`config.mk`:
```
export PLATFORM = sky130hd
export DESIGN_NAME = iodm_port
export DESIGN_NICKNAME = d
export VERILOG_FILES = /design/src/design/iodm_pkg.sv /design/src/design/iodm_port.sv
export SDC_FILE = /design/constraint.sdc
export NUM_CORES = 1
export LEC_CHECK = 0
export BUFFER_PORTS_ARGS = -buffer_cell sky130_fd_sc_hd__buf_4
export CAP_MARGIN = 15
export CORE_ASPECT_RATIO = 0.8
export CORE_MARGIN = 1.5
export CORE_UTILIZATION = 55
export DETAILED_ROUTE_END_ITERATION = 8
export MAX_ROUTING_LAYER = met4
export PLACE_DENSITY_LB_ADDON = 0.1
export SLEW_MARGIN = 10
export SYNTH_ARGS = -nofsm -noshare
export SYNTH_HDL_FRONTEND = slang
export SYNTH_SLANG_ARGS = --single-unit
```
`constraint.sdc`:
```
create_clock -name clk -period 9.95 [get_ports clk]
set_input_delay 0.995 -clock clk [delete_from_list [all_inputs] [get_ports clk]]
set_output_delay 0.995 -clock clk [all_outputs]
set_load 0.02 [all_outputs]
```
`src/design/iodm_pkg.sv`:
```
// ==========================================================================
// Shared constants and carrier types for the I/O port drive-mode block.
package iodm_pkg;

   localparam int NPINS = 8;

   // Pins 6 and 7 are the USB-capable pair; pins 0 to 3 are special I/O pins.
   localparam logic [7:0] USB_PINS = 8'hC0;
   localparam logic [7:0] SPECIAL_PINS = 8'h0F;

   // Drive mode codes.
   localparam logic [2:0] DM_HIZ_ANALOG = 3'h0;
   localparam logic [2:0] DM_HIZ_DIGITAL = 3'h1;
   localparam logic [2:0] DM_RES_UP = 3'h2;
   localparam logic [2:0] DM_RES_DOWN = 3'h3;
   localparam logic [2:0] DM_OD_LOW = 3'h4;
   localparam logic [2:0] DM_OD_HIGH = 3'h5;
   localparam logic [2:0] DM_STRONG = 3'h6;
   localparam logic [2:0] DM_RES_BOTH = 3'h7;

   // Register byte addresses.
   localparam logic [7:0] OFS_DATA = 8'h00;
   localparam logic [7:0] OFS_PIN_STATE = 8'h04;
   localparam logic [7:0] OFS_DM0 = 8'h08;
   localparam logic [7:0] OFS_DM1 = 8'h0C;
   localparam logic [7:0] OFS_DM2 = 8'h10;
   localparam logic [7:0] OFS_OUT_SEL = 8'h14;
   localparam logic [7:0] OFS_BIDIR = 8'h18;
   localparam logic [7:0] OFS_SLEW = 8'h1C;
   localparam logic [7:0] OFS_IN_EN = 8'h20;
   localparam logic [7:0] OFS_REGULATED = 8'h24;
   localparam logic [7:0] OFS_USB_MODE = 8'h28;
   localparam logic [7:0] OFS_INT_TYPE = 8'h2C;
   localparam logic [7:0] OFS_INT_FLAGS = 8'h30;
   localparam logic [7:0] OFS_RST_CFG = 8'h34;
   localparam logic [7:0] OFS_CTRL = 8'h38;
   localparam logic [2:0] PIN_VIEW_BLOCK = 3'h2;

   // Pin-view word layout.
   localparam int PV_DATA = 0;
   localparam int PV_DM_LO = 1;
   localparam int PV_OUT_SEL = 4;
   localparam int PV_BIDIR = 5;
   localparam int PV_SLEW = 6;
   localparam int PV_IN_EN = 7;
   localparam int PV_STATE = 8;

   // Programmable reset-state word: drive mode in [2:0], data in [15:8].
   localparam logic [15:0] RST_CFG_RESET = 16'h0000;
   localparam logic [7:0] ZERO8 = 8'h00;
   localparam logic [15:0] ZERO16 = 16'h0000;

   // Edge-type field, two bits per pin.
   localparam int IT_RISE = 0;
   localparam int IT_FALL = 1;

   typedef struct packed {
      logic drive_en;
      logic drive_val;
      logic pull_up;
      logic pull_down;
      logic ibuf_en;
      logic slew_slow;
   } iodm_pin_drv_t;

endpackage : iodm_pkg

```
`src/design/iodm_port.sv`:
```
// How it works
// - Each pin has its own three-bit drive mode, chosen independently.
// - Mode 0 turns off driver and input buffer; it is the reset default.
// - Mode 1 never drives and enables the input buffer.
// - Modes 2 and 3 mix resistive and strong drive by data value.
// - Modes 4 and 5 are open drain low and open drain high.
// - Mode 6 drives strong both ways; mode 7 resistive both ways.
// - Output value comes from fabric when selected, else from the data latch.
// - Pin input always feeds pin-state readback, and fabric when enabled.
// - Pin-state readback and output data latch are separate registers.
// - Special pins in regulated mode get no resistive drive.
// - USB-capable pin with drive enable set drives both levels strongly.
// - Drive enable clear: strong low, high-Z or resistive high by pull bit.
// - In USB mode the USB pins' drive and pull bits are ignored.
// - Port-wide mode writes never change the USB pins' mode bits.
// - Every pin can interrupt on rising, falling or both edges.
// - One combined interrupt request per port.
// - Data, drive mode, output select, bidir, slew and input enable bits are reachable by port view and by pin view.
// - The port's reset state is programmable by software.
// - Each pin has a fast or slow slew selection.
// - Bidirectional pins other than the USB pins go high-Z input while fabric output enable is low.
// - Each configured edge on a pin with its input buffer on sets its flag and raises the interrupt request.
`timescale 1ns/1ps
module iodm_port (
   // Clock and reset
   input wire logic clk,
   input wire logic rst_n,
   // Avalon-MM slave
   input wire logic [7:0] avs_address,
   input wire logic avs_read,
   input wire logic avs_write,
   input wire logic [31:0] avs_writedata,
   output logic [31:0] avs_readdata,
   output logic avs_waitrequest,
   // Digital fabric
   input wire logic [7:0] fab_out,
   input wire logic [7:0] fab_oe,
   output logic [7:0] fab_in,
   // Pins
   input wire logic [7:0] pin_in,
   output iodm_pkg::iodm_pin_drv_t [7:0] pin_drv,
   // Interrupt request
   output logic irq
);

   // ======================================================================
   // Reset release.
   logic rst_meta_ff;
   logic srst_n;

   always_ff @(posedge clk or negedge rst_n)
   begin
      if (!rst_n)
      begin
         rst_meta_ff <= 1'b0;
         srst_n <= 1'b0;
      end
      else
      begin
         rst_meta_ff <= 1'b1;
         srst_n <= rst_meta_ff;
      end
   end

   // ======================================================================
   // Bus handshake: one wait cycle, then the access completes.
   logic wait_ff;
   logic [31:0] rdata_ff;
   logic [31:0] nxt_rdata;
   logic wr_go;
   logic pin_view;
   logic [2:0] pidx;

   assign wr_go = avs_write & ~wait_ff;
   assign pin_view = (avs_address[7:5] == iodm_pkg::PIN_VIEW_BLOCK);
   assign pidx = avs_address[4:2];
   assign avs_waitrequest = wait_ff;
   assign avs_readdata = rdata_ff;

   always_ff @(posedge clk or negedge srst_n)
   begin
      if (!srst_n)
         wait_ff <= 1'b1;
      else if ((avs_read | avs_write) & wait_ff)
         wait_ff <= 1'b0;
      else
         wait_ff <= 1'b1;
   end

   // ======================================================================
   // Configuration registers.
   logic [7:0] data_ff, dm0_ff, dm1_ff, dm2_ff, osel_ff, bidir_ff, slew_ff;
   logic [7:0] inen_ff, regul_ff, flags_ff, state_ff;
   logic usbmode_ff;
   logic [15:0] itype_ff, rstcfg_ff;
   logic [7:0] wd8;

   assign wd8 = avs_writedata[7:0];

   always_ff @(posedge clk or negedge srst_n)
   begin
      if (!srst_n)
      begin
         data_ff <= iodm_pkg::ZERO8;
         dm0_ff <= iodm_pkg::ZERO8;
         dm1_ff <= iodm_pkg::ZERO8;
         dm2_ff <= iodm_pkg::ZERO8;
         osel_ff <= iodm_pkg::ZERO8;
         bidir_ff <= iodm_pkg::ZERO8;
         slew_ff <= iodm_pkg::ZERO8;
         inen_ff <= iodm_pkg::ZERO8;
         regul_ff <= iodm_pkg::ZERO8;
         usbmode_ff <= 1'b0;
         itype_ff <= iodm_pkg::ZERO16;
         rstcfg_ff <= iodm_pkg::RST_CFG_RESET;
      end
      else if (wr_go && pin_view)
      begin
         // Pin view reaches the same bits one pin at a time, USB pins included.
         data_ff[pidx] <= avs_writedata[iodm_pkg::PV_DATA];
         dm0_ff[pidx] <= avs_writedata[iodm_pkg::PV_DM_LO];
         dm1_ff[pidx] <= avs_writedata[iodm_pkg::PV_DM_LO + 1];
         dm2_ff[pidx] <= avs_writedata[iodm_pkg::PV_DM_LO + 2];
         osel_ff[pidx] <= avs_writedata[iodm_pkg::PV_OUT_SEL];
         bidir_ff[pidx] <= avs_writedata[iodm_pkg::PV_BIDIR];
         slew_ff[pidx] <= avs_writedata[iodm_pkg::PV_SLEW];
         inen_ff[pidx] <= avs_writedata[iodm_pkg::PV_IN_EN];
      end
      else if (wr_go)
      begin
         case (avs_address)
            iodm_pkg::OFS_DATA: data_ff <= wd8;
            iodm_pkg::OFS_DM0: dm0_ff <= (wd8 & ~iodm_pkg::USB_PINS) | (dm0_ff & iodm_pkg::USB_PINS);
            iodm_pkg::OFS_DM1: dm1_ff <= (wd8 & ~iodm_pkg::USB_PINS) | (dm1_ff & iodm_pkg::USB_PINS);
            iodm_pkg::OFS_DM2: dm2_ff <= (wd8 & ~iodm_pkg::USB_PINS) | (dm2_ff & iodm_pkg::USB_PINS);
            iodm_pkg::OFS_OUT_SEL: osel_ff <= wd8;
            iodm_pkg::OFS_BIDIR: bidir_ff <= wd8;
            iodm_pkg::OFS_SLEW: slew_ff <= wd8;
            iodm_pkg::OFS_IN_EN: inen_ff <= wd8;
            iodm_pkg::OFS_REGULATED: regul_ff <= wd8 & iodm_pkg::SPECIAL_PINS;
            iodm_pkg::OFS_USB_MODE: usbmode_ff <= avs_writedata[0];
            iodm_pkg::OFS_INT_TYPE: itype_ff <= avs_writedata[15:0];
            iodm_pkg::OFS_RST_CFG: rstcfg_ff <= avs_writedata[15:0];
            iodm_pkg::OFS_CTRL:
            begin
               // Applying the programmed reset state is port-wide, so it spares
               // the USB pins' mode bits just like a port-view mode write.
               if (avs_writedata[0])
               begin
                  data_ff <= rstcfg_ff[15:8];
                  dm0_ff <= ({8{rstcfg_ff[0]}} & ~iodm_pkg::USB_PINS) | (dm0_ff & iodm_pkg::USB_PINS);
                  dm1_ff <= ({8{rstcfg_ff[1]}} & ~iodm_pkg::USB_PINS) | (dm1_ff & iodm_pkg::USB_PINS);
                  dm2_ff <= ({8{rstcfg_ff[2]}} & ~iodm_pkg::USB_PINS) | (dm2_ff & iodm_pkg::USB_PINS);
               end
            end
            default: data_ff <= data_ff;
         endcase
      end
   end

   // ======================================================================
   // Read data, captured in the wait cycle so it stands at the completing edge.
   always_comb
   begin
      nxt_rdata = 32'h00000000;
      if (pin_view)
      begin
         nxt_rdata[iodm_pkg::PV_DATA] = data_ff[pidx];
         nxt_rdata[iodm_pkg::PV_DM_LO + 2 -: 3] = {dm2_ff[pidx], dm1_ff[pidx], dm0_ff[pidx]};
         nxt_rdata[iodm_pkg::PV_OUT_SEL] = osel_ff[pidx];
         nxt_rdata[iodm_pkg::PV_BIDIR] = bidir_ff[pidx];
         nxt_rdata[iodm_pkg::PV_SLEW] = slew_ff[pidx];
         nxt_rdata[iodm_pkg::PV_IN_EN] = inen_ff[pidx];
         nxt_rdata[iodm_pkg::PV_STATE] = state_ff[pidx];
      end
      else
      begin
         case (avs_address)
            iodm_pkg::OFS_DATA: nxt_rdata[7:0] = data_ff;
            iodm_pkg::OFS_PIN_STATE: nxt_rdata[7:0] = state_ff;
            iodm_pkg::OFS_DM0: nxt_rdata[7:0] = dm0_ff;
            iodm_pkg::OFS_DM1: nxt_rdata[7:0] = dm1_ff;
            iodm_pkg::OFS_DM2: nxt_rdata[7:0] = dm2_ff;
            iodm_pkg::OFS_OUT_SEL: nxt_rdata[7:0] = osel_ff;
            iodm_pkg::OFS_BIDIR: nxt_rdata[7:0] = bidir_ff;
            iodm_pkg::OFS_SLEW: nxt_rdata[7:0] = slew_ff;
            iodm_pkg::OFS_IN_EN: nxt_rdata[7:0] = inen_ff;
            iodm_pkg::OFS_REGULATED: nxt_rdata[7:0] = regul_ff;
            iodm_pkg::OFS_USB_MODE: nxt_rdata[0] = usbmode_ff;
            iodm_pkg::OFS_INT_TYPE: nxt_rdata[15:0] = itype_ff;
            iodm_pkg::OFS_INT_FLAGS: nxt_rdata[7:0] = flags_ff;
            iodm_pkg::OFS_RST_CFG: nxt_rdata[15:0] = rstcfg_ff;
            default: nxt_rdata = 32'h00000000;
         endcase
      end
   end

   always_ff @(posedge clk or negedge srst_n)
   begin
      if (!srst_n)
         rdata_ff <= 32'h00000000;
      else if (avs_read & wait_ff)
         rdata_ff <= nxt_rdata;
   end

   // ======================================================================
   // Input synchroniser; the first stage feeds only the second.
   logic [7:0] sync1_ff, prev_ff;

   always_ff @(posedge clk or negedge srst_n)
   begin
      if (!srst_n)
      begin
         sync1_ff <= iodm_pkg::ZERO8;
         state_ff <= iodm_pkg::ZERO8;
         prev_ff <= iodm_pkg::ZERO8;
      end
      else
      begin
         sync1_ff <= pin_in;
         state_ff <= sync1_ff;
         prev_ff <= state_ff;
      end
   end

   // ======================================================================
   // Per-pin drive decode and edge detection.
   iodm_pkg::iodm_pin_drv_t [7:0] nxt_drv;
   iodm_pkg::iodm_pin_drv_t [7:0] drv_ff;
   logic [7:0] dval, edge_ev, nxt_fab_in, fab_in_ff;

   assign pin_drv = drv_ff;
   assign fab_in = fab_in_ff;

   for (genvar i = 0; i < iodm_pkg::NPINS; i++)
   begin : g_pin
      logic [2:0] mode;
      logic sh, sl, rh, rl;

      assign dval[i] = osel_ff[i] ? fab_out[i] : data_ff[i];
      // A bidirectional pin other than a USB pin falls back to digital input while fabric disables it.
      assign mode = (bidir_ff[i] & ~fab_oe[i]) ? iodm_pkg::DM_HIZ_DIGITAL
                                               : {dm2_ff[i], dm1_ff[i], dm0_ff[i]};

      always_comb
      begin
         sh = 1'b0;
         sl = 1'b0;
         rh = 1'b0;
         rl = 1'b0;
         case (mode)
            iodm_pkg::DM_HIZ_ANALOG: sh = 1'b0;
            iodm_pkg::DM_HIZ_DIGITAL: sh = 1'b0;
            iodm_pkg::DM_RES_UP:
            begin
               rh = 1'b1;
               sl = 1'b1;
            end
            iodm_pkg::DM_RES_DOWN:
            begin
               sh = 1'b1;
               rl = 1'b1;
            end
            iodm_pkg::DM_OD_LOW: sl = 1'b1;
            iodm_pkg::DM_OD_HIGH: sh = 1'b1;
            iodm_pkg::DM_STRONG:
            begin
               sh = 1'b1;
               sl = 1'b1;
            end
            iodm_pkg::DM_RES_BOTH:
            begin
               rh = 1'b1;
               rl = 1'b1;
            end
            default: sh = 1'b0;
         endcase
         // The regulated output stage has no resistor path, so it floats instead.
         if (iodm_pkg::SPECIAL_PINS[i] && regul_ff[i])
         begin
            rh = 1'b0;
            rl = 1'b0;
         end
         nxt_drv[i].drive_val = dval[i];
         nxt_drv[i].slew_slow = slew_ff[i];
         if (iodm_pkg::USB_PINS[i] && usbmode_ff)
         begin
            // The USB transceiver owns the pin; this port stays out of the way.
            nxt_drv[i].drive_en = 1'b0;
            nxt_drv[i].pull_up = 1'b0;
            nxt_drv[i].pull_down = 1'b0;
            nxt_drv[i].ibuf_en = 1'b0;
         end
         else if (iodm_pkg::USB_PINS[i])
         begin
            nxt_drv[i].drive_en = dm0_ff[i] | ~dval[i];
            nxt_drv[i].pull_up = dval[i] & ~dm0_ff[i] & dm1_ff[i];
            nxt_drv[i].pull_down = 1'b0;
            nxt_drv[i].ibuf_en = 1'b1;
         end
         else
         begin
            nxt_drv[i].drive_en = dval[i] ? sh : sl;
            nxt_drv[i].pull_up = dval[i] & rh;
            nxt_drv[i].pull_down = ~dval[i] & rl;
            nxt_drv[i].ibuf_en = (mode != iodm_pkg::DM_HIZ_ANALOG);
         end
      end

      assign nxt_fab_in[i] = inen_ff[i] & nxt_drv[i].ibuf_en & state_ff[i];
      assign edge_ev[i] = nxt_drv[i].ibuf_en &
                          ((itype_ff[2 * i + iodm_pkg::IT_RISE] & state_ff[i] & ~prev_ff[i]) |
                           (itype_ff[2 * i + iodm_pkg::IT_FALL] & ~state_ff[i] & prev_ff[i]));
   end

   always_ff @(posedge clk or negedge srst_n)
   begin
      if (!srst_n)
      begin
         drv_ff <= '0;
         fab_in_ff <= iodm_pkg::ZERO8;
      end
      else
      begin
         drv_ff <= nxt_drv;
         fab_in_ff <= nxt_fab_in;
      end
   end

   // ======================================================================
   // Interrupt flags: write one to clear, a new edge wins over the clear.
   logic irq_ff;
   logic [7:0] flag_clr;

   assign flag_clr = (wr_go && !pin_view && avs_address == iodm_pkg::OFS_INT_FLAGS) ? wd8
                                                                                    : iodm_pkg::ZERO8;
   assign irq = irq_ff;

   always_ff @(posedge clk or negedge srst_n)
   begin
      if (!srst_n)
      begin
         flags_ff <= iodm_pkg::ZERO8;
         irq_ff <= 1'b0;
      end
      else
      begin
         flags_ff <= (flags_ff & ~flag_clr) | edge_ev;
         irq_ff <= |flags_ff;
      end
   end
endmodule : iodm_port

```
Yosys cells after proc, flatten, opt, wreduce, memory -nomap -nowiden
Index checks and enable logic that the tools add are counted.

Add/subtract/negate cells: 0. Multipliers: 0. Div/mod/pow operators: 0. Magnitude comparators: 2. Equality and inequality tests: 52. Shifts and indexed selects: 0. Muxes and demuxes: 119. Bitwise gates (word level): 135. Reduce and logical (&&, ||, !) cells: 58.

Operator list (number): $mux W8 (25); $pmux W7 S13 (1); $and A1 B1 Y1 (81); $pmux W8 S2 (5); $eq A3 B3 Y1 const B (24); $bwmux W8 (8); $mux W1 (59); $eq A8 B6 Y1 const B (7); $or A6 B8 Y8 (6); $eq A3 B2 Y1 const B (13); $reduce_or A3 Y1 (12); $not A1 Y1 (34); $eq A8 B5 Y1 const B (4); $reduce_bool A3 Y1 (10); $bmux W1 S3 (9); $mux W3 (8); $reduce_and A3 Y1 (8); $reduce_or A2 Y1 (12); $eq A8 B4 Y1 const B (2); $pmux W1 S14 (1); $or A1 B1 Y1 (11); $reduce_bool A2 Y1 (5); $mux W9 (1); $and A8 B8 Y8 (1); other kinds (13) (19).

Register bits after elaboration: 225. Latch bits: 0. Memory bits (writable): 0. ROM bits: 0. Bits of input ports: 68. Output and inout port bits: 90. Word-level logic and storage cells: 436. Memories kept: 0.

Longest topological paths before layout
Word-level depth: 8. Gate-level depth with buffers: 8. Depth with buffers taken out: 5.

Worst setup path after synthesis
No wires, ideal clock.

Path kind: input port to flip-flop. Start: input port avs_address[2]. End: register rdata_ff[5] (netlist: avs_readdata[5]). Library setup time: 0.131 ns. Arrival time: 2.463 ns. Required time: 9.819 ns. Slack: 7.356 ns. Stages on the path: 6. Path buffers: 3. Cell sequence: buf_4 > buf_2 > buf_2 > mux4_2 > a22oi_1 > a31oi_1.

Longest elaborated chain between the ends: 3. Elaborated cells between the ends (all ways): 17. Those cells by class: eq/ne: 12; mux: 4; reduce/logical: 1.

RTL lines: start, declared (line iodm_port.sv:29) `input wire logic [7:0] avs_address,`; $eq A8 B6 Y1, or another cell as far along (line iodm_port.sv:178) `case (avs_address)`; $pmux W7 S13 or $mux W1 (tied branches) (line iodm_port.sv:178, iodm_port.sv:171); $mux W9 * (line iodm_port.sv:166) `if (pin_view)`; end signal, assigned (line iodm_port.sv:203) `rdata_ff <= nxt_rdata;`; end, declared (line iodm_port.sv:68) `logic [31:0] rdata_ff;`.

Every way passes the cells marked *; elsewhere a longest branch is shown, timed or not. The select of a mux whose other input is x is not followed. A chain may end at the register's enable or synchronous reset.

Worst setup path after layout
Start: input port avs_address[2]. End: register itype_ff[3].

Longest elaborated chain between the ends: 2.

RTL lines: $eq A8 B6 Y1 (line iodm_port.sv:131) `case (avs_address)`; $reduce_and A3 Y1 (no source line); end signal, assigned (line iodm_port.sv:114) `itype_ff <= iodm_pkg::ZERO16;`; end signal, assigned (line iodm_port.sv:142) `iodm_pkg::OFS_INT_TYPE: itype_ff <= avs_writedata[15:0];`; end, declared (line iodm_port.sv:95) `logic [15:0] itype_ff, rstcfg_ff;`.

Every way passes these cells.

==> metrics.cfg <==
[run_status]
status=complete, no violations

[pwr]
power_leakage_nw=5.41
vdd_drop_max_v=0.000166
finalPower_mw=2.62
power.density_mw_per_mm2=218

[route]
vias=8405
routed_wl_um=34200
firstDrtPassIters=6
vias_per_cell=6.63
drc=0
wire_per_inst_um=27.0
drt_iter0_drc=1064
postRouteAntennaNets=0

[layout]
num_antenna_cells=0
area_delta_synth_final_pct=15.2
fin_nets=1070
drive_gt1_frac=0.276
fin_cells=1268
stdcell_area_mm2=0.0120
fill_cells=1498

[timing]
hold_viol=0
relSlewSlack=0.303
fin_crit_sh=0.361
slew_viol_final=0
fmax_mhz=278
setup_tns_ps=0
grt_setup_unrepaired=no
min_period_ps=3600
worstMarginPinSlew_ps=1040
fin_worst_skew_ps=20.4
finalSetupViolations=0
layout_setup_ws_ps=6350

[setup_path]
start_kind=input port
reg2reg_from=avs_waitrequest
worstRegToRegCells=4
end_kind=flip-flop
crit_end=itype_ff[3]
rrSetupSlack_ps=7400
crit_start=avs_address[2]
worstSetupPathType=in2reg
reg2reg_to=itype_ff[3]
crit_arrival_ps=3980
cp.required_ps=10340
worstPathMaxFanout=47

[cts]
clk_latency_ps=520
numClockSinks=206
root_buffer=clkbuf_16
ctsLongestPathBuffers=3
cts_tree=done
post_cts_resized=0
numCtsBuffers=21
htreeDepth=1
cts.clk_slew.worst_paths_ps=60
post-cts-setup-buffer-count=0
cts_hold_buf=0

[synth]
yosysWarnings=0
synth_top_area_share=0.490
synth.area.mux_share=0.128
yosys-top-cells-area=dfrtp_1 49%, mux2_2 5.1%, mux4_2 4.5%
ys.flop_type=dfrtp_1
synth-edff-count=0
synth_top_family_by_area=compound AO/OA/AOI/OAI gates
syn_area_per_cell_um2=11.4
syn-cell-area_mm2=0.0105
synth_xor_area_frac=0.0100
synthCells=919
synthArstFlopShare=1.00
synthAdderAreaFrac=0
yosysTopAreaCell=dfrtp_1
synth_cell_types=83
synth-seq-cells=206
synth_compound_area_frac=0.182
synthSimpleGateAreaFrac=0.136
yosysSeqAreaShare=0.493

[global_routing]
grt_overflow=0
antenna_found_initial=0
track_usage=0.358
grt_pass1_vias=8034
grt_pass1_wl_um=50800
grt_max_degree=77

[floorplan]
die_w_um=157
ioPinCount=158
coreArea_mm2=0.0184
start_util=0.569
dieArea_mm2=0.0199
die_y_um=126
num_rows=44

[placed_design]
gp_congestion=0.998
io_buffers=121
dpl_cell_area_mm2=0.0113
hpwlAfterDp_um=24300
placedCellCount=1232
place_ws_ps=5930

[min_path]
hold_class=in2async

[flow_run]
cap_violations=0

## Yosys cell counts, drive strengths merged (16+ instances only)
| cell type | number |
|---|---|
| a21oi | 46 |
| a22o | 17 |
| a22oi | 48 |
| a31oi | 21 |
| and3 | 22 |
| buf | 61 |
| clkbuf | 22 |
| dfrtp | 205 |
| mux2 | 59 |
| mux2i | 16 |
| mux4 | 21 |
| nand2 | 65 |
| nor2 | 54 |
| o21ai | 62 |
| o31ai | 38 |
## report_power, final
group	total, mW	internal [mW]	switching [mW]
clock	0.865	0.534	0.331
sequential	1.18	0.984	0.197
combinational	0.575	0.259	0.316
## worst max-delay path: stages
cell,delay [ps]
buf_4,560
nor4bb_4,550
and2_1,800
nand2_2,610
mux2_2,450
## kinds of logic after synthesis
family                 after synthesis
multiplexers                        96
XOR/XNOR                            12
AND/OR/NAND/NOR                    236
flip-flops                         206
other                                2
AO/OA/AOI/OAI                      276
buffers and inverters               91
## final cells by class
cell class                 count  area [um^2]  share of cell area
inverter                       8         30.0             0.00249
multi-input combinational    639         4840               0.402
clock inverter                 8          144              0.0119
tap                          253          317              0.0263
timing repair buffer         126          946              0.0785
sequential                   206         5160               0.428
clock buffer                  28          612              0.0508
## per-stage QoR
stage,hold slack (ps),utilization
4_1_cts,241,0.655
3_5_place_dp,338,0.614
5_1_grt,240,0.655
6_report,249,0.655
2_1_floorplan,331,-
3_3_place_gp,331,0.614
## layout by cell type (no fill, tap or decap), drive strengths merged, types with 4 or more instances in the layout
master,synthesis,final
dfrtp,205,205
buf,61,126
nand2,65,65
o21ai,62,62
mux2,59,59
nor2,54,54
a22oi,48,48
a21oi,46,46
o31ai,38,38
clkbuf,22,28
and3,22,22
a31oi,21,21
mux4,21,21
conb,2,19
a22o,17,17
mux2i,16,16
nand3,13,13
nor3,13,13
nor4,13,13
a221oi,11,11
nand2b,9,9
nor2b,9,9
inv,8,9
xor2,8,8
nand3b,6,6
and2,6,6
o22ai,5,5
a41oi,5,5
nor4b,5,5
or4,4,4
xnor2,4,4
a21boi,4,4
bufinv,0,4
nor3b,4,4
## flip-flops by register name, indices dropped and copies added (netlist names), 4 cells and up
register / flops
prev_ff: 8
inen_ff: 8
slew_ff: 8
dm2_ff: 8
itype_ff: 16
bidir_ff: 8
dm1_ff: 8
regul_ff: 4
flags_ff: 8
state_ff: 8
fab_in: 8
avs_readdata: 16
rstcfg_ff: 16
pin_drv: 45
data_ff: 8
osel_ff: 8
dm0_ff: 8
sync1_ff: 8
## worst min path at each step
stage	from	to	slack, ps	cells past startpoint
3_3_place_gp	sync1_ff[3]	state_ff[3]	330	0
2_1_floorplan	rst_meta_ff	srst_n	330	0
5_1_grt	rst_n	srst_n	240	1
4_1_cts	rst_n	srst_n	240	1
6_report	rst_n	srst_n	250	1
3_5_place_dp	sync1_ff[0]	state_ff[0]	340	0
## layer usage
| layer | wire length [um] | vias to the layer above | global-route usage | part of all wire |
|---|---|---|---|---|
| met1 | 14600 | 4132 | 0.525 | 0.43 |
| met2 | 13700 | 600 | 0.463 | 0.40 |
| met4 | 1080 | 0 | 0.108 | 0.032 |
| met3 | 4810 | 76 | 0.127 | 0.14 |
| li1 | - | 3597 | - | - |
| met5 | 0 | - | - | 0 |
Power figures use the tool's default switching activity.
